==> config.mk <==
export PLATFORM = sky130hd
export DESIGN_NAME = dcr_regs
export DESIGN_NICKNAME = d
export VERILOG_FILES = /design/src/dcr_pkg.sv /design/src/dcr_regs.sv /design/src/dcr_sync.sv
export SDC_FILE = /design/constraint.sdc
export NUM_CORES = 1
export LEC_CHECK = 0
export BUFFER_PORTS_ARGS = -buffer_cell sky130_fd_sc_hd__buf_2
export CAP_MARGIN = 0
export CORE_MARGIN = 2
export CORE_UTILIZATION = 30
export DETAILED_ROUTE_END_ITERATION = 12
export PLACE_DENSITY = 0.65
export SYNTH_ARGS = -nofsm -noshare
export SYNTH_HDL_FRONTEND = slang
export SYNTH_SLANG_ARGS = --single-unit
==> constraint.sdc <==
create_clock -name CLK -period 1.5 [get_ports CLK]
set_input_delay 0.3 -clock CLK [delete_from_list [all_inputs] [get_ports CLK]]
set_output_delay 0.3 -clock CLK [all_outputs]
set_load 0.05 [all_outputs]
==> src/dcr_pkg.sv <==
// Package with offsets, field positions and reset values of the register bank.
package dcr_pkg;
    localparam logic [7:0] OFS_DEV_CAP = 8'h6c;
    localparam logic [7:0] OFS_DEV_CTL = 8'h70;
    localparam int MPS_SUP_LSB = 0;
    localparam int RBER_BIT = 15;
    localparam int PWR_VAL_LSB = 18;
    localparam int PWR_SCL_LSB = 26;
    localparam int ERR_EN_LSB = 0;
    localparam int MPS_LSB = 5;
    localparam logic [2:0] MPS_SUP_RST = 3'h1;
    localparam logic [2:0] MPS_MAX_CODE = 3'h2;
    localparam logic [2:0] MPS_RST = 3'h0;
    localparam logic [3:0] ERR_EN_RST = 4'h0;
    localparam logic RBER_RST = 1'h1;
    localparam logic [7:0] PWR_VAL_RST = 8'h00;
    localparam logic [1:0] PWR_SCL_RST = 2'h0;
endpackage

==> src/dcr_regs.sv <==
// Device capability and device control register bank of one switch port.
`timescale 1ns/1ps
// How it works
// - Capability bits 2:0 code 128/256/512 bytes as 0/1/2, reset to 1.
// - Capability bits 4:3 always read zero.
// - Capability bit 5 always reads zero.
// - Capability bits 8:6 and 11:9 are read-only zero.
// - Capability bit 15 reads one by default.
// - An upstream port captures slot power value and scale, else zero.
// - Control bits 3:0 are read-write error enables that reset to zero.
// - Control bit 4 always reads zero.
// - Control bits 7:5 hold the programmed payload size, resetting to zero.
// - A written payload code above the supported code is stored as supported; a preloaded one is stored as given.
// - Control bits 8 and 9 always read zero whatever is written.
// - Control bit 10 is read-only zero.
// - Control bit 11 always reads zero.
// - Control bits 14:12 are hardwired to zero.
module dcr_regs (
    input wire logic CLK,
    input wire logic RST,
    input wire logic CE,
    input wire logic UPSTREAM,
    input wire logic CFG_WR,
    input wire logic CFG_RD,
    input wire logic [7:0] CFG_ADDR,
    input wire logic [31:0] CFG_WDATA,
    input wire logic [3:0] CFG_BE,
    input wire logic PWR_MSG,
    input wire logic [7:0] PWR_MSG_VALUE,
    input wire logic [1:0] PWR_MSG_SCALE,
    input wire logic PRELOAD,
    input wire logic [2:0] PRELOAD_MPS_SUP,
    input wire logic PRELOAD_RBER,
    input wire logic [3:0] PRELOAD_ERR_EN,
    input wire logic [2:0] PRELOAD_MPS,
    output logic [31:0] CFG_RDATA,
    output logic CFG_RVALID,
    output logic [3:0] ERR_REPORT_EN,
    output logic [2:0] MAX_PAYLOAD
);
    // -------------------------------------------------------------------
    // Upstream strap synchronisation
    // -------------------------------------------------------------------
    logic up_sync;

    dcr_sync u_up_sync (
        .CLK(CLK),
        .RST(RST),
        .ce(CE),
        .din(UPSTREAM),
        .dout(up_sync)
    );

    // -------------------------------------------------------------------
    // Register state
    // -------------------------------------------------------------------
    logic [2:0] mps_sup;
    logic rber;
    logic [7:0] pwr_val;
    logic [1:0] pwr_scl;
    logic [3:0] err_en;
    logic [2:0] mps;
    logic [31:0] rdata;
    logic rvalid;
    logic [2:0] next_mps_sup;
    logic next_rber;
    logic [7:0] next_pwr_val;
    logic [1:0] next_pwr_scl;
    logic [3:0] next_err_en;
    logic [2:0] next_mps;
    logic [31:0] next_rdata;
    logic next_rvalid;
    logic [31:0] cap_word;
    logic [31:0] ctl_word;
    logic [2:0] wr_mps;
    logic sel_ctl;

    always_comb
    begin
        cap_word = 32'h0;
        cap_word[dcr_pkg::MPS_SUP_LSB +: 3] = mps_sup;
        cap_word[dcr_pkg::RBER_BIT] = rber;
        cap_word[dcr_pkg::PWR_VAL_LSB +: 8] = pwr_val;
        cap_word[dcr_pkg::PWR_SCL_LSB +: 2] = pwr_scl;
        ctl_word = 32'h0;
        ctl_word[dcr_pkg::ERR_EN_LSB +: 4] = err_en;
        ctl_word[dcr_pkg::MPS_LSB +: 3] = mps;
    end

    always_comb
    begin
        next_mps_sup = mps_sup;
        next_rber = rber;
        next_pwr_val = pwr_val;
        next_pwr_scl = pwr_scl;
        next_err_en = err_en;
        next_mps = mps;
        next_rdata = rdata;
        next_rvalid = 1'h0;
        sel_ctl = CFG_ADDR == dcr_pkg::OFS_DEV_CTL;
        wr_mps = CFG_WDATA[dcr_pkg::MPS_LSB +: 3];
        if (wr_mps > mps_sup)
        begin
            wr_mps = mps_sup;
        end
        if (CE)
        begin
            if (PRELOAD)
            begin
                next_mps_sup = (PRELOAD_MPS_SUP > dcr_pkg::MPS_MAX_CODE)
                    ? dcr_pkg::MPS_MAX_CODE : PRELOAD_MPS_SUP;
                next_rber = PRELOAD_RBER;
                next_err_en = PRELOAD_ERR_EN;
                next_mps = PRELOAD_MPS;
            end
            // control writes, low byte lane for both fields
            else if (CFG_WR && sel_ctl)
            begin
                if (CFG_BE[0])
                begin
                    next_err_en = CFG_WDATA[dcr_pkg::ERR_EN_LSB +: 4];
                end
                if (CFG_BE[0])
                begin
                    next_mps = wr_mps;
                end
            end
            // capture only on the upstream port
            if (!up_sync)
            begin
                next_pwr_val = dcr_pkg::PWR_VAL_RST;
                next_pwr_scl = dcr_pkg::PWR_SCL_RST;
            end
            else if (PWR_MSG)
            begin
                next_pwr_val = PWR_MSG_VALUE;
                next_pwr_scl = PWR_MSG_SCALE;
            end
            if (CFG_RD)
            begin
                next_rvalid = 1'h1;
                if (CFG_ADDR == dcr_pkg::OFS_DEV_CAP)
                begin
                    next_rdata = cap_word;
                end
                else if (sel_ctl)
                begin
                    next_rdata = ctl_word;
                end
                else
                begin
                    next_rdata = 32'h0;
                end
            end
        end
        else
        begin
            next_rvalid = rvalid;
        end
    end

    always_ff @(posedge CLK or posedge RST)
    begin
        if (RST)
        begin
            mps_sup <= dcr_pkg::MPS_SUP_RST;
            rber <= dcr_pkg::RBER_RST;
            pwr_val <= dcr_pkg::PWR_VAL_RST;
            pwr_scl <= dcr_pkg::PWR_SCL_RST;
            err_en <= dcr_pkg::ERR_EN_RST;
            mps <= dcr_pkg::MPS_RST;
            rdata <= 32'h0;
            rvalid <= 1'h0;
        end
        else
        begin
            mps_sup <= next_mps_sup;
            rber <= next_rber;
            pwr_val <= next_pwr_val;
            pwr_scl <= next_pwr_scl;
            err_en <= next_err_en;
            mps <= next_mps;
            rdata <= next_rdata;
            rvalid <= next_rvalid;
        end
    end

    assign CFG_RDATA = rdata;
    assign CFG_RVALID = rvalid;
    assign ERR_REPORT_EN = err_en;
    assign MAX_PAYLOAD = mps;
endmodule

==> src/dcr_sync.sv <==
// Three-stage synchroniser that reports a level once stages two and three agree.
`timescale 1ns/1ps
module dcr_sync (
    input wire logic CLK,
    input wire logic RST,
    input wire logic ce,
    input wire logic din,
    output logic dout
);
    logic [2:0] stage;
    logic [2:0] next_stage;
    logic next_dout;

    always_comb
    begin
        next_stage = ce ? {stage[1:0], din} : stage;
        next_dout = dout;
        if (ce && stage[1] == stage[2])
        begin
            next_dout = stage[2];
        end
    end

    always_ff @(posedge CLK or posedge RST)
    begin
        if (RST)
        begin
            stage <= 3'h0;
            dout <= 1'h0;
        end
        else
        begin
            stage <= next_stage;
            dout <= next_dout;
        end
    end
endmodule

**Yosys cells after proc, flatten, opt, wreduce, memory -nomap -nowiden**

Index checks and enable logic that the tools add are counted.

- Order comparisons: 2
- Eq/ne operators: 4
- Muxes and demuxes: 15
- Reductions and logical operators: 8

Operators with widths:

| cell | number |
|---|---|
| 28-bit 2-to-1 mux | 1 |
| 8-bit 2-to-1 mux | 3 |
| 8-bit by 7-bit equality test with 1-bit output, second input constant | 2 |
| 3-bit 2-to-1 mux | 5 |
| 4-bit 2-to-1 mux | 3 |
| 2-bit AND reduction | 3 |
| 2-bit 2-to-1 mux | 2 |
| 2-bit nonzero test | 2 |
| 3-bit by 2-bit > comparator with 1-bit output, second input constant | 1 |
| 3-bit > comparator | 1 |
| 3-bit AND reduction | 1 |
| 1-bit logical AND | 2 |
| 2-bit != test, second input constant | 1 |
| 1-bit equality test | 1 |
| 1-bit 2-to-1 mux | 1 |

- Register bits after elaboration: 58
- Input port bits: 73
- Output and inout port bits: 40
- Logic and storage cells: 39

**Longest topological paths before layout**

Gate-level depths: netlist (run 1).

- Depth in word-level cells: 5
- Gate-level depth with buffers: 6
- Gate-level depth less buffers: 6

**Cells and area by module**

A second synthesis (run 1) with hierarchy kept.

- Cell total of the unflattened synthesis: 200
- Area total of the unflattened synthesis: 2070.7 um^2

Modules (own cells, without submodules):

| module | times used | cells an instance | area each (um^2) | seq. area each (um^2) |
|---|---|---|---|---|
| dcr_regs | 1 | 187 | 1911.8 | 1003.5 |
| dcr_sync | 1 | 13 | 158.9 | 100.1 |

**Least setup slack after synthesis (run 1)**

Ideal clock, no wire load.

- Path type: register to register
- Start: register mps_sup[0]
- End: register mps[0], in the netlist MAX_PAYLOAD[0]
- Library setup time: 82 ps
- Arrival time: 1532 ps
- Data required time: 1418 ps
- Setup slack: -114 ps
- Stages on the path, launching flop included: 6
- Path buffers: 0
- Clock period less this slack: 1614 ps
- Cell sequence: dfstp_2 > ha_1 > nand3_1 > o21ai_0 > or3b_2 > a31oi_1

- Cells in the longest elaborated chain, start to end: 5

RTL lines:

| element | RTL line | RTL |
|---|---|---|
| start, declared | dcr_regs.sv:57 | `logic [2:0] mps_sup;` |
| start signal, assigned | dcr_regs.sv:166 | `mps_sup <= dcr_pkg::MPS_SUP_RST;` |
| start signal, assigned | dcr_regs.sv:177 | `mps_sup <= next_mps_sup;` |
| 3-bit > comparator | dcr_regs.sv:102 | `if (wr_mps > mps_sup)` |
| 3-bit 2-to-1 mux (*) | dcr_regs.sv:102 |  |
| 3-bit 2-to-1 mux (*) | dcr_regs.sv:123 | `if (CFG_BE[0])` |
| 3-bit 2-to-1 mux (*) | dcr_regs.sv:117 | `else if (CFG_WR && sel_ctl)` |
| 3-bit 2-to-1 mux (*) | dcr_regs.sv:108 | `if (PRELOAD)` |
| end signal, assigned | dcr_regs.sv:171 | `mps <= dcr_pkg::MPS_RST;` |
| end signal, assigned | dcr_regs.sv:182 | `mps <= next_mps;` |
| end, declared | dcr_regs.sv:62 | `logic [2:0] mps;` |

Every way passes the cells marked *; elsewhere a longest branch is shown, timed or not. The select of a mux whose other input is x is not followed.
A chain may end at the register's enable or synchronous reset.

**Worst setup path in the final report (run 1)**

Ends and elaborated chain as after synthesis.

==> metrics.txt, run 1 <==
status completed; core box area 0.00676 mm2; Rel. slew slack 50.9%; ys async rst share 100%; Placement Setup Slack -0.114 ns; Hold WS 0.0456 ns; final net count 360; Power Density 1000 mW/mm2; Skew-Pair Late Insertion Delay 0.28 ns; Root Buffer Master clkbuf_8; Post-DP Area 0.00262 mm2; Critical Path RT 1.71 ns; final worst-path cycle share 96.8%; first-pass iteration count of the detailed router 4; Cells after Synth 199; final cell count without fillers 364; placer congestion estimate 0.783; critical path startpoint category register; Syn Std Cell Area 0.00208 mm2; Routed WL 4.60 mm; share of the synthesized area in the top cell type 50.5%; initial antenna violation count 0; die area 0.00763 mm2; clk buf depth 2; Synth area leader dfrtp_1; wire per inst 12.6 um; # fillers 677; placed insts 357; WP data arrival 1.66 ns; initial core utilization 30.8%; synthesized flop and latch total 44; top_reg_cell synth dfrtp_1; cts bufs inserted 5; count of antenna diodes in the layout 0; Syn Area/Cell 10.5 um2; Die Y 87.3 um; pin slew with the least headroom to its limit 0.731 ns; final setup vio count 0; crit path kind reg2reg; final worst path period need 1.45 ns; antenna viol nets, final 0; Leakage 1.36 nW; Buffers on Ports 70; Max FO, Critical Path 6; DR iter-0 viols 30; Post-CTS Repair Setup Buffers 0; Max IR drop VDD 369 uV; Die X 87.3 um; Netlist cell types 38; grt ovf 0; global-route wire length before repair 7.56 mm; critical path endpoint category register; TritonCTS clock tree done; area grow syn2layout 33.0%; max-slew violation count 0; Post-DP HPWL 3.63 mm; vias in the first global route 1608; DRC viols 0; Vias/cell 4.62; Core Rows 30; Sinks on Clock Net 44; largest net degree at the start of global routing 27; Fin. Hold Viols 0; CTS clk-pin slew, worst paths 0.07 ns; share of layout cells above drive strength 1 40.1%; I/O pin count 113; FMAX 0.688 GHz; GRT Total Usage 12.7%; reg-to-reg setup timing slack 0.05 ns; CTS H-tree depth 2; post-route setup slack 0.0474 ns; via count 1681; largest cells by area after synthesis dfrtp_1, nand2_1, o21ai_0, buf_4, a22o_1; Ys Warns 0; Hold Crit Class in2async; post-route design area 0.00277 mm2; EDFF count, synth 0; Clock Skews 0.00254 ns; MaxCap Viol Count 0; sequential area share after synthesis 53.0%; RSZ-0062 raised after global routing false; final core utilization 41.0%
[final timing paths]
kind	startpoint	end	depth (start not counted)
min reg2reg	CFG_RDATA[0]	CFG_RDATA[0]	2
min in group CLK	PRELOAD_MPS_SUP[0]	mps_sup[0]	2
min	RST	pwr_val[4]	2
max reg2reg	mps_sup[0]	MAX_PAYLOAD[0]	5
max in group asynchronous	RST	CFG_RDATA[24]	3
max	mps_sup[0]	MAX_PAYLOAD[0]	5
[layer usage]
metal	track usage, %	share of wire (%)	vias up
li1	-	-	844
met1	16.7	43	792
met2	20.2	51	38
met3	2.65	4.5	7
met4	5.59	2.0	0
met5	0	0	-
[logic make-up after synthesis]
kind of cell               share of synthesized area [%]
DFF                                                 53.0
buffers and inverters                               8.59
other                                              0.180
AOI/OAI and AO/OA                                   19.7
and+or+nand+nor                                     14.6
muxes                                               2.16
adders and majority gates                           1.80
[Yosys cell counts (all sizes together) (3+ instances only)]
library cell / number
a31oi: 3
buf: 17
inv: 7
a21oi: 4
clkbuf: 7
o31ai: 7
o22a: 3
o21ai: 23
a22o: 12
mux2: 4
ha: 3
nand2: 34
dfrtp: 42
nand2b: 5
a22oi: 3
a2bb2oi: 4
[per-stage QoR]
stage	power, W	TNS, ns
3_3_place_gp	0.00199	-0.174
2_1_floorplan	0.00183	0
6_report	0.00278	0
3_5_place_dp	0.00201	-0.410
5_1_grt	0.00294	0
4_1_cts	0.00280	0
[flip-flops by register name (all words and copies together), names as in the netlist]
register and cells:
pwr_val 8, u_up_sync.stage 3, mps_sup 3, rber 1, MAX_PAYLOAD 3, CFG_RVALID 1, CFG_RDATA 18, u_up_sync.dout 1
pwr_scl 2, ERR_REPORT_EN 4
[where the power goes]
group	leakage, nW	internal (W)	switching (W)	total [W]
registers	0.571	0.00130	0.0000721	0.00137
clock network	0.0503	0.000410	0.000364	0.000774
logic	0.734	0.000228	0.000409	0.000637
[cell type report]
| type | instances | area, um2 | area share (%) |
|---|---|---|---|
| Sequential cell | 44 | 1100 | 39.8 |
| Multi-Input combinational cell | 137 | 926 | 33.4 |
| Timing Repair Buffer | 89 | 518 | 18.7 |
| Tap cell | 80 | 100 | 3.61 |
| Clock buffer | 7 | 96.3 | 3.48 |
| Inverter | 7 | 26.3 | 0.949 |
[layout by cell type (no fill, tap or decap), drive strengths merged, types with 3 or more instances in the layout]
master / netlist / routed
nand2b: 5 / 5
inv: 7 / 6
o21ai: 23 / 23
a31oi: 3 / 3
clkbuf: 7 / 7
a2bb2oi: 4 / 4
mux2: 4 / 4
nand2: 34 / 34
conb: 1 / 14
buf: 17 / 89
a21oi: 4 / 4
o22a: 3 / 3
ha: 3 / 3
o31ai: 7 / 7
a22o: 12 / 12
dfrtp: 42 / 42
a22oi: 3 / 3
[what timing repair did]
item / CTS / global route
setup endpoints to repair: 3 / 3
hold buffers: 0 / 0
resized for setup: 4 / 5
pin swaps: 1 / 2
[critical path, stage by stage (launching register included)]
cell     delay (ns)
dfstp_2        0.56
ha_4           0.20
nand3_4        0.06
o21ai_4        0.07
or3b_4         0.36
a31oi_1        0.13
No activity file was read; power rests on OpenSTA's default activity.
==> run 2, diff against run 1 <==
--- a/config.mk
+++ b/config.mk
@@ -10,7 +10,6 @@
 export CORE_MARGIN = 2
 export CORE_UTILIZATION = 30
 export DETAILED_ROUTE_END_ITERATION = 12
-export PLACE_DENSITY = 0.65
 export SYNTH_ARGS = -nofsm -noshare
 export SYNTH_HDL_FRONTEND = slang
 export SYNTH_SLANG_ARGS = --single-unit
==> run 2 against run 1 <==
- the flow now finishes with violations (negative setup slack)
- maximum frequency fell by 5.1%
- final area rose by 1.0%
- total power rose by 1.6%
- critical path depth did not move
- non-clock buffer count rose by 1
- cell count rose by 0.55%
- first-iteration DRC count rose by 43%
- register-to-register slack got worse by 0.08 ns
- sequential power barely moved
==> metrics.txt, run 2 (synthesis gave the netlist of run 1 again) <==
Post-CTS Repair Setup Buffers 0; commonest non-fill, non-tap cell in the layout buf_2; grt ovf 0; Hold EP mps_sup[0]; placer congestion estimate 0.778; critical path endpoint category register; antenna viol nets, final 0; final setup vio count 1; via count 1702; I/O pin count 113; max-slew violation count 0; final worst-path cycle share 102%; largest net degree at the start of global routing 27; Skew-Pair Late Insertion Delay 0.30 ns; first-pass iteration count of the detailed router 4; Buffers on Ports 70; CTS H-tree depth 2; TritonCTS clock tree done; post-route design area 0.00280 mm2; FF-to-FF path depth 5; DRC viols 0; cts bufs inserted 5; Core Rows 30; violated checks negative setup slack; DR iter-0 viols 43; Die X 87.3 um; die area 0.00763 mm2; Post-DP Area 0.00262 mm2; initial core utilization 30.8%; max reg flops 18; crit path kind reg2reg; Buf/Inv on CP 0; final worst path period need 1.53 ns; Hold Startpoint PRELOAD_MPS_SUP[0]; status complete, but fails checks; global-route wire length before repair 7.83 mm; Critical Path RT 1.72 ns; initial antenna violation count 0; Power Density 1010 mW/mm2; post-route setup slack -0.0307 ns; FMAX 0.653 GHz; Vias/cell 4.65; Sinks on Clock Net 44; placed insts 357; hold path depth 2; area of the multi-input gates 941 um2; clk buf depth 2; critical-path cell list ha_4 -> nand3_4 -> o21ai_4 -> or3b_4 -> a31oi_4; total power draw 0.00283 W; Root Buffer Master clkbuf_8; # fillers 689; GRT Total Usage 13.2%; Routed WL 4.82 mm; Reg area 0.00110 mm2; reg-to-reg setup timing slack -0.03 ns; Clock Skews 0.0107 ns; core box area 0.00676 mm2; Die Y 87.3 um; Hold Crit Class in2reg; reg-to-reg endpoint MAX_PAYLOAD[0]; Post-DP HPWL 3.78 mm; Largest stage delay, worst path 0.56 ns; vias in the first global route 1683; total negative slack -0.0307 ns; CTS clk-pin slew, worst paths 0.07 ns; Top delay family on crit path flip-flops; Leakage 1.36 nW; final net count 361; wire per inst 13.2 um; Max FO, Critical Path 6; slowest CP cell dfstp_2; WP data arrival 1.75 ns; Max IR drop VDD 306 uV; share of layout cells above drive strength 1 40.6%; R2R Path Start mps_sup[0]; MaxCap Viol Count 0; RSZ-0062 raised after global routing true; final cell count without fillers 366; area grow syn2layout 34.4%; most frequent cells in the layout buf_2, dfrtp_1, nand2_1, o21ai_0, buf_4; critical path startpoint category register; count of antenna diodes in the layout 0; Fin. Hold Viols 0
==> run 2: cell types whose count changed in the layout (fill, tap and decap cells not counted), sizes merged <==
cell / delta
inv: +1
dlygate4sd3: +1
clkinv: -1
clkbuf: +1
==> run 2: worst register-to-register path: cells and delay by family (launching register included) <==
family | cells | cell delay [ns]
DFF | 1 | 0.56
and+or+nand+nor | 2 | 0.45
AOI/OAI and AO/OA | 2 | 0.23
adders and majority gates | 1 | 0.21
==> run 2: stage by stage <==
| step | setup slack [ns] | util, % | hold slack (ns) |
|---|---|---|---|
| after global placement | -0.0689 | 38.8 | 0.287 |
| after floorplan | 0.0162 | - | 0.435 |
| final | -0.0307 | 41.4 | 0.225 |
| after global routing | -0.0854 | 41.4 | 0.228 |
| after detailed placement | -0.0839 | 38.8 | 0.290 |
| after CTS | -0.0284 | 41.1 | 0.216 |
==> run 2: final cells by class <==
class                           count  area share (%)
Sequential cell                    44            39.4
Inverter                            7           0.939
Clock buffer                        8            3.58
Tap cell                           80            3.58
Timing Repair Buffer               90            18.9
Multi-Input combinational cell    137            33.6
==> run 2: worst max path at each step <==
stage	slack, ns	from	depth (start not counted)	endpoint
4_1_cts	-0.03	mps_sup[0]	5	MAX_PAYLOAD[0]
5_1_grt	-0.09	mps_sup[0]	6	MAX_PAYLOAD[0]
2_1_floorplan	0.02	mps_sup[0]	5	MAX_PAYLOAD[0]
6_report	-0.03	mps_sup[0]	5	MAX_PAYLOAD[0]
3_5_place_dp	-0.08	CFG_WDATA[7]	6	MAX_PAYLOAD[0]
3_3_place_gp	-0.07	mps_sup[2]	6	MAX_PAYLOAD[0]
==> run 2: metal layers <==
layer | wire, um | up-vias | GRT usage, %
li1 | - | 850 | -
met1 | 2060 | 810 | 16.3
met2 | 2480 | 34 | 22.4
met3 | 193 | 8 | 2.65
met4 | 88 | 0 | 5.45
met5 | 0 | - | 0
==> run 2: where the power goes <==
part	internal [W]	total, W	switching (W)
clock	0.000420	0.000800	0.000380
sequential	0.00130	0.00137	0.0000695
combinational	0.000236	0.000657	0.000422
==> run 2: timing repair <==
action / CTS / global route
endpoints found under the setup margin: 3 / 3
hold buffers: 1 / 0
resized for setup: 7 / 4
hold endpoints to repair: 10 / 0
pin swaps: 2 / 2
